**src/rtl/serial_pkg.sv**
```systemverilog
// Constants, register map and carrier types of the asynchronous serial port.
// Assumes a 32-bit AXI4-Lite register bus and a single 100 MHz clock.
package serial_pkg;

  // ==========================================================================
  // Register map (byte addresses).
  localparam logic [7:0] ADDR_DATA = 8'h00;
  localparam logic [7:0] ADDR_CTRL1 = 8'h04;
  localparam logic [7:0] ADDR_CTRL2 = 8'h08;
  localparam logic [7:0] ADDR_STAT = 8'h0C;
  localparam logic [7:0] ADDR_BAUD = 8'h10;
  localparam logic [7:0] ADDR_MASK = 8'h14;

  // ==========================================================================
  // Field positions of control register one.
  localparam int C1_RX9 = 7;
  localparam int C1_TX9 = 6;
  localparam int C1_LEN = 4;
  localparam int C1_WAKE = 3;

  // ==========================================================================
  // Reset values and bus answers.
  localparam logic [7:0] CTRL2_RST = 8'h00;
  localparam logic [7:0] STAT_RST = 8'hC0;
  localparam logic [7:0] MASK_RST = 8'h00;
  localparam logic [4:0] BAUD_RST = 5'h00;
  localparam logic [1:0] RESP_OKAY = 2'h0;
  localparam logic [1:0] RESP_SLVERR = 2'h2;

  // ==========================================================================
  // Timing: sixteen samples per bit, majority taken over samples 7, 8 and 9.
  localparam logic [15:0] PRESCALE_DEF = 16'h0004;
  localparam logic [3:0] TICK_LAST = 4'hF;
  localparam logic [3:0] SMP_A = 4'h7;
  localparam logic [3:0] SMP_C = 4'h9;
  localparam logic [7:0] IDLE_TICKS_8 = 8'hA0;
  localparam logic [7:0] IDLE_TICKS_9 = 8'hB0;
  localparam logic [3:0] FRAME_8 = 4'hA;
  localparam logic [3:0] FRAME_9 = 4'hB;

  // ==========================================================================
  // Carrier types.
  typedef struct packed {
    logic tx_empty_irq_en;
    logic tx_done_irq_en;
    logic rie;
    logic ilie;
    logic te;
    logic re;
    logic rwu;
    logic sbk;
  } ctrl2_s;

  typedef struct packed {
    logic tx_data_empty_flag;
    logic tc;
    logic rdrf;
    logic idle;
    logic ovr;
    logic nf;
    logic fe;
    logic rsv;
  } stat_s;

  typedef enum logic {TX_IDLE = 1'b0, TX_SHIFT = 1'b1} tx_state_e;
  typedef enum logic [1:0] {
    RX_IDLE = 2'b00, RX_START = 2'b01, RX_DATA = 2'b10, RX_STOP = 2'b11
  } rx_state_e;

endpackage : serial_pkg

```
**src/rtl/async_serial_port.sv**
```systemverilog
// Asynchronous serial port: transmitter, receiver, shared baud generator.
// Assumes an AXI4-Lite master on aclk and a remote NRZ serial device on the pins.

// How it works
// - Transmitter and receiver run separately but both time their bits from one sample tick.
// - Software picks one of 32 bit rates through a five-bit rate select.
// - Frames are NRZ mark/space with the transmit and receive lines active at the same time.
// - A length bit selects 9-bit characters when set and 8-bit when clear, and reset leaves it.
// - The stored ninth transmit bit enters the shifter together with the data byte.
// - The ninth bit is carried as plain data with no parity or stop meaning.
// - A wake bit picks address-mark wakeup when set and idle-line wakeup when clear.
// - The transmit-empty interrupt enable gates the empty flag and is cleared by reset.
// - The transmit-done interrupt enable gates the done flag and is cleared by reset.
// - Seven flags can interrupt: tx empty, tx done, rx full, overrun, idle line, noise and framing error.
// - A stop bit sampled low raises the framing error flag when the character enters the receive buffer.
// - Control two holds tx empty, tx done, rx and idle interrupt enables, tx and rx enables, wakeup and break.
// - Any enabled and unmasked flag that is set drives one shared interrupt line.
module async_serial_port #(
  parameter logic [15:0] PRESCALE = serial_pkg::PRESCALE_DEF
) (
  input wire logic aclk,
  input wire logic aresetn,
  input wire logic ce,
  input wire logic awvalid,
  output logic awready,
  input wire logic [7:0] awaddr,
  input wire logic wvalid,
  output logic wready,
  input wire logic [31:0] wdata,
  input wire logic [3:0] wstrb,
  output logic bvalid,
  input wire logic bready,
  output logic [1:0] bresp,
  input wire logic arvalid,
  output logic arready,
  input wire logic [7:0] araddr,
  output logic rvalid,
  input wire logic rready,
  output logic [31:0] rdata,
  output logic [1:0] rresp,
  input wire logic rx_data_pin,
  output logic tx_pin,
  output logic irq
);

  // ==========================================================================
  // Bus state.
  logic aw_full_r, aw_full_nxt, w_full_r, w_full_nxt, bvalid_r, bvalid_nxt;
  logic rvalid_r, rvalid_nxt;
  logic [7:0] aw_addr_r, aw_addr_nxt, w_data_r, w_data_nxt;
  logic w_lane_r, w_lane_nxt;
  logic [1:0] bresp_r, bresp_nxt, rresp_r, rresp_nxt;
  logic [31:0] rdata_r, rdata_nxt;
  logic wr_go, wr_hit, rd_hit;
  logic [7:0] rd_val;

  // Software registers.
  serial_pkg::ctrl2_s ctrl2_r, ctrl2_nxt;
  serial_pkg::stat_s stat_r, stat_nxt, stat_set, stat_clr, rx_set;
  logic [7:0] mask_r, mask_nxt;
  logic [4:0] baud_r, baud_nxt;
  logic tx_ninth_bit, tx_ninth_nxt, len9_r, len9_nxt, wake_r, wake_nxt;
  logic [7:0] tdata_r, tdata_nxt;
  logic tfull_r, tfull_nxt;

  // Baud generator.
  logic [15:0] bcnt_r, bcnt_nxt, div;
  logic tick;

  // Transmitter.
  serial_pkg::tx_state_e tst_r, tst_nxt;
  logic [10:0] tsh_r, tsh_nxt;
  logic [3:0] tt_r, tt_nxt, tb_r, tb_nxt, frame;
  logic tbrk_r, tbrk_nxt;

  // Receiver.
  logic rs1_r, rs2_r;
  serial_pkg::rx_state_e rst_r, rst_nxt;
  logic [3:0] st_r, st_nxt, rb_r, rb_nxt;
  logic [2:0] smp_r, smp_nxt;
  logic [8:0] rsh_r, rsh_nxt, rx_word;
  logic [7:0] rbuf_r, rbuf_nxt, icnt_r, icnt_nxt, ilim;
  logic rx9_r, rx9_nxt, noisy_r, noisy_nxt, armed_r, armed_nxt;
  logic maj, msb, rwu_clr;

  // ==========================================================================
  // Bus handshakes: address and data are taken in either order.
  assign awready = !aw_full_r;
  assign wready = !w_full_r;
  assign arready = !rvalid_r;
  assign bvalid = bvalid_r;
  assign bresp = bresp_r;
  assign rvalid = rvalid_r;
  assign rdata = rdata_r;
  assign rresp = rresp_r;
  assign wr_go = aw_full_r && w_full_r && !bvalid_r;
  assign wr_hit = aw_addr_r <= serial_pkg::ADDR_MASK && aw_addr_r[1:0] == 2'h0;
  assign rd_hit = araddr <= serial_pkg::ADDR_MASK && araddr[1:0] == 2'h0;

  // Read data selection.
  always_comb begin
    case (araddr)
      serial_pkg::ADDR_DATA: rd_val = rbuf_r;
      serial_pkg::ADDR_CTRL1: rd_val = {rx9_r, tx_ninth_bit, 1'b0, len9_r, wake_r, 3'h0};
      serial_pkg::ADDR_CTRL2: rd_val = ctrl2_r;
      serial_pkg::ADDR_STAT: rd_val = stat_r;
      serial_pkg::ADDR_BAUD: rd_val = {3'h0, baud_r};
      serial_pkg::ADDR_MASK: rd_val = mask_r;
      default: rd_val = 8'h00;
    endcase
  end

  // Bus channel state, register writes and flag bookkeeping.
  always_comb begin
    aw_full_nxt = aw_full_r;
    aw_addr_nxt = aw_addr_r;
    w_full_nxt = w_full_r;
    w_data_nxt = w_data_r;
    w_lane_nxt = w_lane_r;
    bvalid_nxt = bvalid_r && !bready;
    bresp_nxt = bresp_r;
    rvalid_nxt = rvalid_r && !rready;
    rresp_nxt = rresp_r;
    rdata_nxt = rdata_r;
    ctrl2_nxt = ctrl2_r;
    mask_nxt = mask_r;
    baud_nxt = baud_r;
    tx_ninth_nxt = tx_ninth_bit;
    len9_nxt = len9_r;
    wake_nxt = wake_r;
    tdata_nxt = tdata_r;
    stat_clr = '0;
    if (awvalid && awready) begin
      aw_full_nxt = 1'b1;
      aw_addr_nxt = awaddr;
    end
    if (wvalid && wready) begin
      w_full_nxt = 1'b1;
      w_data_nxt = wdata[7:0];
      w_lane_nxt = wstrb[0];
    end
    if (wr_go) begin
      aw_full_nxt = 1'b0;
      w_full_nxt = 1'b0;
      bvalid_nxt = 1'b1;
      bresp_nxt = wr_hit ? serial_pkg::RESP_OKAY : serial_pkg::RESP_SLVERR;
      if (w_lane_r) begin
        case (aw_addr_r)
          serial_pkg::ADDR_DATA: begin
            tdata_nxt = w_data_r;
            stat_clr.tx_data_empty_flag = 1'b1;
            stat_clr.tc = 1'b1;
          end
          serial_pkg::ADDR_CTRL1: begin
            tx_ninth_nxt = w_data_r[serial_pkg::C1_TX9];
            len9_nxt = w_data_r[serial_pkg::C1_LEN];
            wake_nxt = w_data_r[serial_pkg::C1_WAKE];
          end
          serial_pkg::ADDR_CTRL2: ctrl2_nxt = w_data_r;
          serial_pkg::ADDR_STAT: stat_clr = w_data_r;
          serial_pkg::ADDR_BAUD: baud_nxt = w_data_r[4:0];
          serial_pkg::ADDR_MASK: mask_nxt = w_data_r;
          default: ;
        endcase
      end
    end
    if (rwu_clr) begin
      ctrl2_nxt.rwu = 1'b0;
    end
    if (arvalid && arready) begin
      rvalid_nxt = 1'b1;
      rdata_nxt = {24'h0, rd_val};
      rresp_nxt = rd_hit ? serial_pkg::RESP_OKAY : serial_pkg::RESP_SLVERR;
    end
    // A hardware set in the same cycle as a clear wins.
    stat_nxt = (stat_r & ~stat_clr) | stat_set | rx_set;
    stat_nxt.rsv = 1'b0;
  end

  // Shared interrupt: each flag passes the mask and its enable, overrun sharing rie with rx full; noise and framing error pass the mask only.
  always_comb begin
    irq = |(stat_r & mask_r & {ctrl2_r.tx_empty_irq_en, ctrl2_r.tx_done_irq_en, ctrl2_r.rie, ctrl2_r.ilie,
                               ctrl2_r.rie, 3'h7});
  end

  // Bus and control registers.
  always_ff @(posedge aclk) begin
    if (!aresetn) begin
      aw_full_r <= 1'b0;
      w_full_r <= 1'b0;
      bvalid_r <= 1'b0;
      rvalid_r <= 1'b0;
      aw_addr_r <= 8'h00;
      w_data_r <= 8'h00;
      w_lane_r <= 1'b0;
      bresp_r <= serial_pkg::RESP_OKAY;
      rresp_r <= serial_pkg::RESP_OKAY;
      rdata_r <= 32'h00000000;
      ctrl2_r <= serial_pkg::CTRL2_RST;
      stat_r <= serial_pkg::STAT_RST;
      mask_r <= serial_pkg::MASK_RST;
      baud_r <= serial_pkg::BAUD_RST;
      tdata_r <= 8'h00;
    end else if (ce) begin
      aw_full_r <= aw_full_nxt;
      w_full_r <= w_full_nxt;
      bvalid_r <= bvalid_nxt;
      rvalid_r <= rvalid_nxt;
      aw_addr_r <= aw_addr_nxt;
      w_data_r <= w_data_nxt;
      w_lane_r <= w_lane_nxt;
      bresp_r <= bresp_nxt;
      rresp_r <= rresp_nxt;
      rdata_r <= rdata_nxt;
      ctrl2_r <= ctrl2_nxt;
      stat_r <= stat_nxt;
      mask_r <= mask_nxt;
      baud_r <= baud_nxt;
      tdata_r <= tdata_nxt;
    end
  end

  // Length, wake and ninth transmit bit are untouched by reset.
  always_ff @(posedge aclk) begin
    if (ce) begin
      tx_ninth_bit <= tx_ninth_nxt;
      len9_r <= len9_nxt;
      wake_r <= wake_nxt;
    end
  end

  // ==========================================================================
  // Baud generator: one sample tick every (select + 1) * PRESCALE clocks.
  assign div = 16'(16'({11'h0, baud_r} + 16'h1) * PRESCALE) - 16'h1;
  assign tick = bcnt_r == 16'h0;
  assign bcnt_nxt = tick ? div : bcnt_r - 16'h1;
  assign frame = len9_r ? serial_pkg::FRAME_9 : serial_pkg::FRAME_8;

  // ==========================================================================
  // Transmitter: buffer byte moves to the shifter, then LSB first at one bit per 16 ticks.
  always_comb begin
    tst_nxt = tst_r;
    tsh_nxt = tsh_r;
    tt_nxt = tt_r;
    tb_nxt = tb_r;
    tbrk_nxt = tbrk_r;
    tfull_nxt = tfull_r || (wr_go && w_lane_r && aw_addr_r == serial_pkg::ADDR_DATA);
    stat_set = '0;
    case (tst_r)
      serial_pkg::TX_IDLE: begin
        if (ctrl2_r.te && tfull_r) begin
          tsh_nxt = {1'b1, len9_r ? tx_ninth_bit : 1'b1, tdata_r, 1'b0};
          tfull_nxt = wr_go && w_lane_r && aw_addr_r == serial_pkg::ADDR_DATA;
          stat_set.tx_data_empty_flag = !tfull_nxt;
          tst_nxt = serial_pkg::TX_SHIFT;
          tt_nxt = 4'h0;
          tb_nxt = 4'h0;
          tbrk_nxt = 1'b0;
        end else if (ctrl2_r.te && ctrl2_r.sbk) begin
          tsh_nxt = 11'h000;
          tst_nxt = serial_pkg::TX_SHIFT;
          tt_nxt = 4'h0;
          tb_nxt = 4'h0;
          tbrk_nxt = 1'b1;
        end
      end
      serial_pkg::TX_SHIFT: begin
        if (tick) begin
          tt_nxt = tt_r + 4'h1;
          if (tt_r == serial_pkg::TICK_LAST) begin
            tsh_nxt = {1'b1, tsh_r[10:1]};
            tb_nxt = tb_r + 4'h1;
            if (tb_r == frame - 4'h1) begin
              tst_nxt = serial_pkg::TX_IDLE;
              stat_set.tc = !tfull_r && !ctrl2_r.sbk;
            end
          end
        end
      end
      default: tst_nxt = serial_pkg::TX_IDLE;
    endcase
  end

  // Transmit line idles high; the shifter drives it only during a frame.
  always_comb begin
    tx_pin = (tst_r == serial_pkg::TX_SHIFT) ? tsh_r[0] : !(tbrk_r && ctrl2_r.te && ctrl2_r.sbk);
  end

  // ==========================================================================
  // Receiver: majority of three mid-bit samples, noise when they disagree.
  assign maj = (smp_r[0] & smp_r[1]) | (smp_r[1] & smp_r[2]) | (smp_r[0] & smp_r[2]);
  assign rx_word = len9_r ? rsh_r : {1'b0, rsh_r[8:1]};
  assign msb = rsh_r[8];
  assign ilim = len9_r ? serial_pkg::IDLE_TICKS_9 : serial_pkg::IDLE_TICKS_8;

  always_comb begin
    rst_nxt = rst_r;
    st_nxt = st_r;
    rb_nxt = rb_r;
    smp_nxt = smp_r;
    rsh_nxt = rsh_r;
    rbuf_nxt = rbuf_r;
    rx9_nxt = rx9_r;
    noisy_nxt = noisy_r;
    armed_nxt = armed_r;
    icnt_nxt = icnt_r;
    rwu_clr = 1'b0;
    rx_set = '0;
    if (tick && ctrl2_r.re) begin
      st_nxt = st_r + 4'h1;
      if (st_r >= serial_pkg::SMP_A && st_r <= serial_pkg::SMP_C) begin
        smp_nxt = {smp_r[1:0], rs2_r};
      end
      // Idle line: a full character time of high level.
      icnt_nxt = (rs2_r && icnt_r != ilim) ? icnt_r + 8'h1 : (rs2_r ? icnt_r : 8'h00);
      if (icnt_nxt == ilim && icnt_r != ilim) begin
        rwu_clr = !wake_r && ctrl2_r.rwu;
        rx_set.idle = armed_r && !ctrl2_r.rwu;
        armed_nxt = 1'b0;
      end
      case (rst_r)
        serial_pkg::RX_IDLE: begin
          st_nxt = 4'h0;
          if (!rs2_r) begin
            rst_nxt = serial_pkg::RX_START;
            st_nxt = 4'h1;
            noisy_nxt = 1'b0;
          end
        end
        serial_pkg::RX_START: begin
          if (st_r == serial_pkg::TICK_LAST) begin
            noisy_nxt = noisy_r || !(&smp_r || ~|smp_r);
            rst_nxt = maj ? serial_pkg::RX_IDLE : serial_pkg::RX_DATA;
            rb_nxt = 4'h0;
          end
        end
        serial_pkg::RX_DATA: begin
          if (st_r == serial_pkg::TICK_LAST) begin
            noisy_nxt = noisy_r || !(&smp_r || ~|smp_r);
            rsh_nxt = {maj, rsh_r[8:1]};
            rb_nxt = rb_r + 4'h1;
            if (rb_r == frame - 4'h3) begin
              rst_nxt = serial_pkg::RX_STOP;
            end
          end
        end
        serial_pkg::RX_STOP: begin
          if (st_r == serial_pkg::TICK_LAST) begin
            rst_nxt = serial_pkg::RX_IDLE;
            armed_nxt = 1'b1;
            if (!ctrl2_r.rwu || (wake_r && msb)) begin
              rwu_clr = ctrl2_r.rwu;
              if (stat_r.rdrf) begin
                rx_set.ovr = 1'b1;
              end else begin
                rbuf_nxt = rx_word[7:0];
                rx9_nxt = rx_word[8];
                rx_set.rdrf = 1'b1;
                rx_set.fe = !maj;
                rx_set.nf = noisy_r || !(&smp_r || ~|smp_r);
              end
            end
          end
        end
        default: rst_nxt = serial_pkg::RX_IDLE;
      endcase
    end
  end

  // Transmitter, receiver and baud generator registers.
  always_ff @(posedge aclk) begin
    if (!aresetn) begin
      bcnt_r <= 16'h0000;
      tst_r <= serial_pkg::TX_IDLE;
      tsh_r <= 11'h7FF;
      tt_r <= 4'h0;
      tb_r <= 4'h0;
      tbrk_r <= 1'b0;
      tfull_r <= 1'b0;
      rs1_r <= 1'b1;
      rs2_r <= 1'b1;
      rst_r <= serial_pkg::RX_IDLE;
      st_r <= 4'h0;
      rb_r <= 4'h0;
      smp_r <= 3'h7;
      rsh_r <= 9'h000;
      rbuf_r <= 8'h00;
      rx9_r <= 1'b0;
      noisy_r <= 1'b0;
      armed_r <= 1'b0;
      icnt_r <= 8'h00;
    end else if (ce) begin
      bcnt_r <= bcnt_nxt;
      tst_r <= tst_nxt;
      tsh_r <= tsh_nxt;
      tt_r <= tt_nxt;
      tb_r <= tb_nxt;
      tbrk_r <= tbrk_nxt;
      tfull_r <= tfull_nxt;
      rs1_r <= rx_data_pin;
      rs2_r <= rs1_r;
      rst_r <= rst_nxt;
      st_r <= st_nxt;
      rb_r <= rb_nxt;
      smp_r <= smp_nxt;
      rsh_r <= rsh_nxt;
      rbuf_r <= rbuf_nxt;
      rx9_r <= rx9_nxt;
      noisy_r <= noisy_nxt;
      armed_r <= armed_nxt;
      icnt_r <= icnt_nxt;
    end
  end

endmodule : async_serial_port

```
**config.mk**
```make
export PLATFORM = sky130hd
export DESIGN_NAME = async_serial_port
export DESIGN_NICKNAME = d
export VERILOG_FILES = /design/src/rtl/serial_pkg.sv /design/src/rtl/async_serial_port.sv
export SDC_FILE = /design/constraint.sdc
export NUM_CORES = 1
export LEC_CHECK = 0
export BUFFER_PORTS_ARGS = -buffer_cell sky130_fd_sc_hd__clkbuf_2
export CAP_MARGIN = 10
export CORE_MARGIN = 5
export CORE_UTILIZATION = 50
export CTS_CLUSTER_SIZE = 10
export DETAILED_ROUTE_END_ITERATION = 10
export PLACE_DENSITY = 0.71
export SYNTH_ARGS = -nofsm -noshare
export SYNTH_HDL_FRONTEND = slang
export SYNTH_SLANG_ARGS = --single-unit
```
**constraint.sdc**
```tcl
create_clock -name aclk -period 4.05 [get_ports aclk]
set_input_delay 0.2025 -clock aclk [delete_from_list [all_inputs] [get_ports aclk]]
set_output_delay 0.2025 -clock aclk [all_outputs]
set_load 0.02 [all_outputs]
```
Yosys cells after proc, flatten, opt, wreduce, memory -nomap -nowiden
Cells that the tools add are included.
- bits in registers: 153
- input port bits: 61
- logic and storage cells: 274
- $add $sub $neg: 10
- magnitude comparators: 4
- equality and inequality tests: 28
- mux-type cells: 87
- bitwise gates (word level): 13
- reductions and logical operators: 82
- operator list (kind ; number):
    $pmux W8 S6 ; 1
    $mux W11 ; 4
    $mux W1 ; 42
    $eq A8 B4 Y1 const B ; 4
    $eq A8 B5 Y1 const B ; 4
    $mux W4 ; 8
    $mux W8 ; 4
    $reduce_and A4 Y1 ; 8
    $and A8 B8 Y8 ; 3
    $mux W2 ; 12
    $pmux W4 S2 ; 3
    $logic_and A1 B1 Y1 ; 23
    $pmux W11 S2 ; 1
    $add A4 B1 Y4 const B ; 4
    $eq A8 B3 Y1 const B ; 2
    $le A8 B5 Y1 const B ; 2
    $logic_not A16 Y1 ; 1
    $logic_not A8 Y1 ; 2
    $mux W16 ; 1
    $reduce_bool A2 Y1 ; 8
    $sub A16 B1 Y16 const B ; 1
    $logic_not A1 Y1 ; 15
    $reduce_and A2 Y1 ; 7
    $ne A2 B2 Y1 const B ; 6
    37 further kinds ; 58

Depth between registers and ports, before layout
- depth after elaboration: 13
- gate-level depth with buffers: 8
- gate-level depth less buffers: 7

Worst setup path before layout
Ideal clock, no wire load.
- kind: reg-to-reg
- start point: register bcnt_r[0]
- end point: register tsh_r[9]
- arrival time: 1.936 ns
- path slack: 1.973 ns
- cell stages (with the launch flop): 9
- period minus slack after synthesis: 2.077 ns
- cells stage by stage: dfxtp_1 -> inv_1 -> ha_1 -> nor4b_2 -> nand4_1 -> or3_1 -> buf_2 -> nand3_1 -> nand4_1
- cells in the longest elaborated chain, start to end: 3
- ends and longest elaborated chain (item ; RTL line ; RTL):
    start: declaration ; async_serial_port.sv:67 ; logic [15:0] bcnt_r, bcnt_nxt, div;
    start signal: assignment ; async_serial_port.sv:393 ; bcnt_r <= bcnt_nxt;
    $logic_not A16 Y1 ; async_serial_port.sv:235 ; assign tick = bcnt_r == 16'h0;
    $ne A2 B2 Y1 (no source line) ; - ;
    $reduce_and A4 Y1 (no source line) ; - ;
    end signal: assignment ; async_serial_port.sv:395 ; tsh_r <= tsh_nxt;
    end: declaration ; async_serial_port.sv:72 ; logic [10:0] tsh_r, tsh_nxt;
Every way passes these cells.
A chain may end at the register's enable or synchronous reset.

Worst setup path in the final report
- start point: register bcnt_r[0]
- end point: register icnt_r[2]
- cells in the longest elaborated chain, start to end: 3
- ends and longest elaborated chain (item ; RTL line ; RTL):
    $logic_not A16 Y1 ; async_serial_port.sv:235 ;
    $logic_and A1 B1 Y1 ; async_serial_port.sv:309 ; if (tick && ctrl2_r.re) begin
    $reduce_and A2 Y1 (no source line) ; - ;
    end signal: assignment ; async_serial_port.sv:411 ; icnt_r <= icnt_nxt;
    end: declaration ; async_serial_port.sv:82 ; logic [7:0] rbuf_r, rbuf_nxt, icnt_r, icnt_nxt, ilim;
Every way passes these cells.

==> impl_metrics.toml <==
[worst_setup_path]
startpoint_type = "flip-flop"
path_cells = "inv_1, ha_1, nor4b_2, nand3_4, nor3_2, nand3b_1, o22ai_1"
worst_ep_arrival_time_ns = 3.07
critPathRequiredTime_ns = 4.40
cp_max_fo = 13
cp_top_family = "simple AND/OR/NAND/NOR gates"
critical_path.slowest_cell = "nor3_2"
cp.buffers_inverters = 1
r2r_slack_ns = 1.33
critPathMaxStageDelay_ns = 0.85
path_class = "reg2reg"
worstSetupEndpointType = "flip-flop"

[sta]
slew_headroom_pct = 34.2
min_period_ns = 2.72
period_share_pct = 67.3
fmax_mhz = 367
hold_violations = 0
tightest_slew_ns = 0.982
skew_ns = 0.00686
grt_setup_unrepaired = "false"
drv_slew = 0
finalSetupViolations = 0
setup_tns_ns = 0

[clock_tree]
cts-root-buf = "clkbuf_16"
cts_buffers = 17
clkTransAtPathRegs_ns = 0.06
clk-insertion-delay-late_ns = 0.42
cts_max_level = 4
cts_tree = "yes"
ctsHoldBuffers = 8
post_cts_buffers = 0
cts.path.max_buffers = 2
cts_resized = 0
cts_sinks = 151

[cells_and_area]
largest_reg_flops = 16
area_growth_pct = 12.2
antenna_cells = 0
drive_gt1_share_pct = 11.5
reg_top3 = "bcnt_r: 16 flops, tsh_r: 11 flops, rsh_r: 9 flops"
utilization_pct = 57.1
multi_input_area_um2 = 4280
fill_cells = 1417
ff_latch_area_um2 = 3050
stdcell_count = 1155
nNetsFinal = 1030
largest-register = "bcnt_r"

[route]
wl_per_cell_um = 16.9
drt_iter0_markers = 509
drc_errors = 0
vias = 6828
vias_per_cell = 5.91
dr.pass1.iters = 6
wl_mm = 19.6
ant_nets = 0

[synthesis]
synthCells = 923
synth_top_flop_cell = "dfxtp_1"
async_flop_share_pct = 0
synth_seq_cells = 151
postSynthAreaPerCell_um2 = 8.36
synth_edf_count = 3
netlist_area_um2 = 7720
ys_types = 79
ys_warn_count = 0
seq_area_frac_synth_pct = 39.6

[die]
dieArea_um2 = 18000
chipHeight_um = 134
initial_core_util_pct = 50.9
rows = 45
boundaryPins = 104
dieWidth_um = 134
core-area_um2 = 15100

[grt]
first_global_vias = 6200
grt-ovfl-total = 0
antenna_found_initial = 0
grt_usage_pct = 21.3
grt_max_degree = 72
grt_pass1_wl_mm = 31.2

[placement]
place_hpwl_mm = 13.5
dp.cells = 1115
gp_congestion = 0.881
port_buffers = 50

[job]
cap_violations = 0

[power_and_ir_drop]
peakVddDrop_mv = 0.407
total_power_w = 0.00395
clock_power_share_pct = 42.2
power_density_nw_per_um2 = 457
seqPwrFrac_pct = 40.7
p_switching_w = 0.00118
p_sw_share_pct = 29.9
leakage_nw = 3.40
intPower_w = 0.00277
p_comb_share_pct = 17.0

[run_status]
status = "complete, no violations"

[min_path]
hold_path_class = "in2reg"
-- cell usage after synthesis, drive strengths merged, types with 15 or more instances --
library cell / count / share of area, %
o21ai: 32 / 2.1
ha: 15 / 2.4
mux2i: 61 / 7.9
nor2: 89 / 4.3
a21oi: 61 / 4.0
dfxtp: 148 / 38
nand4: 23 / 1.9
nand3: 56 / 3.8
nand2: 118 / 5.7
clkbuf: 41 / 2.0
buf: 36 / 3.2
inv: 22 / 1.1
nor3: 21 / 1.6
-- per-layer routing --
metal / up-vias / track usage (%) / wire length [µm]
li1: 3344 / - / -
met1: 3227 / 28.1 / 8750
met2: 229 / 35.2 / 9360
met3: 28 / 4.28 / 1160
met4: 0 / 6.96 / 303
met5: - / 0 / 0
-- layout by cell type, fill, tap and decap left out, drive strengths merged, types with 10 or more instances in the layout --
cell    instances
dfxtp         148
nand2         118
nor2           89
clkbuf         69
a21oi          61
mux2i          61
nand3          56
o21ai          32
conb           26
inv            26
nand4          23
nor3           21
ha             15
a211oi         13
and3           12
nor4           11
nor2b          10
-- through the flow --
stage	hold WS (ns)	area, µm²	worst slack (ns)
floorplan	0.331	7810	1.97
global placement	0.424	7950	1.38
detailed placement	0.430	7950	1.38
CTS	0.00174	8660	1.36
global route	0.0164	8660	1.06
finish	0.00482	8660	1.33
-- tightest hold or removal path: cells and delay by family --
kind            cells  cell delay [ns]
compound gates      1             0.05
buf+inv             1             0.08
simple gates        1             0.05
-- worst paths after layout --
path	startpoint	endpoint	cells past startpoint
worst min register to register	tdata_r[0]$_SDFFE_PN0P_	tdata_r[0]$_SDFFE_PN0P_	2
worst max register to register	bcnt_r[0]$_SDFFE_PN0P_	icnt_r[2]$_SDFFE_PN0P_	7
worst max-delay path	bcnt_r[0]$_SDFFE_PN0P_	icnt_r[2]$_SDFFE_PN0P_	7
worst min-delay path	wdata[0]	w_data_r[0]$_SDFFE_PN0P_	3
-- layout make-up --
class | instances | share of cell area [%]
timing repair buffer | 64 | 4.48
clock buffer | 19 | 5.25
sequential | 151 | 35.3
tap | 188 | 2.72
clock inverter | 13 | 1.94
inverter | 22 | 0.954
multi-input combinational | 698 | 49.4
-- cells by family (layout without fill, tap and decap cells) --
kind of cell	count (synthesis)	in the layout	share of synthesized area, %
other	1	26	0.0486
XOR/XNOR	8	8	0.908
AO/OA/AOI/OAI	184	184	15.5
AND/OR/NAND/NOR	397	397	26.3
multiplexers	67	67	8.93
buffers and inverters	99	118	6.24
flip-flops	151	151	39.6
adder cells (fa/ha/maj)	16	16	2.56
-- power by group through the flow --
stage	clock network (W)	logic [W]	registers, W
after floorplan	0	0.000522	0.00163
after global placement	0	0.000648	0.00164
after detailed placement	0	0.000652	0.00164
after CTS	0.00168	0.000662	0.00161
after global routing	0.00175	0.000737	0.00162
final	0.00167	0.000673	0.00161
Note: power is estimated with default switching activity, not from simulation.
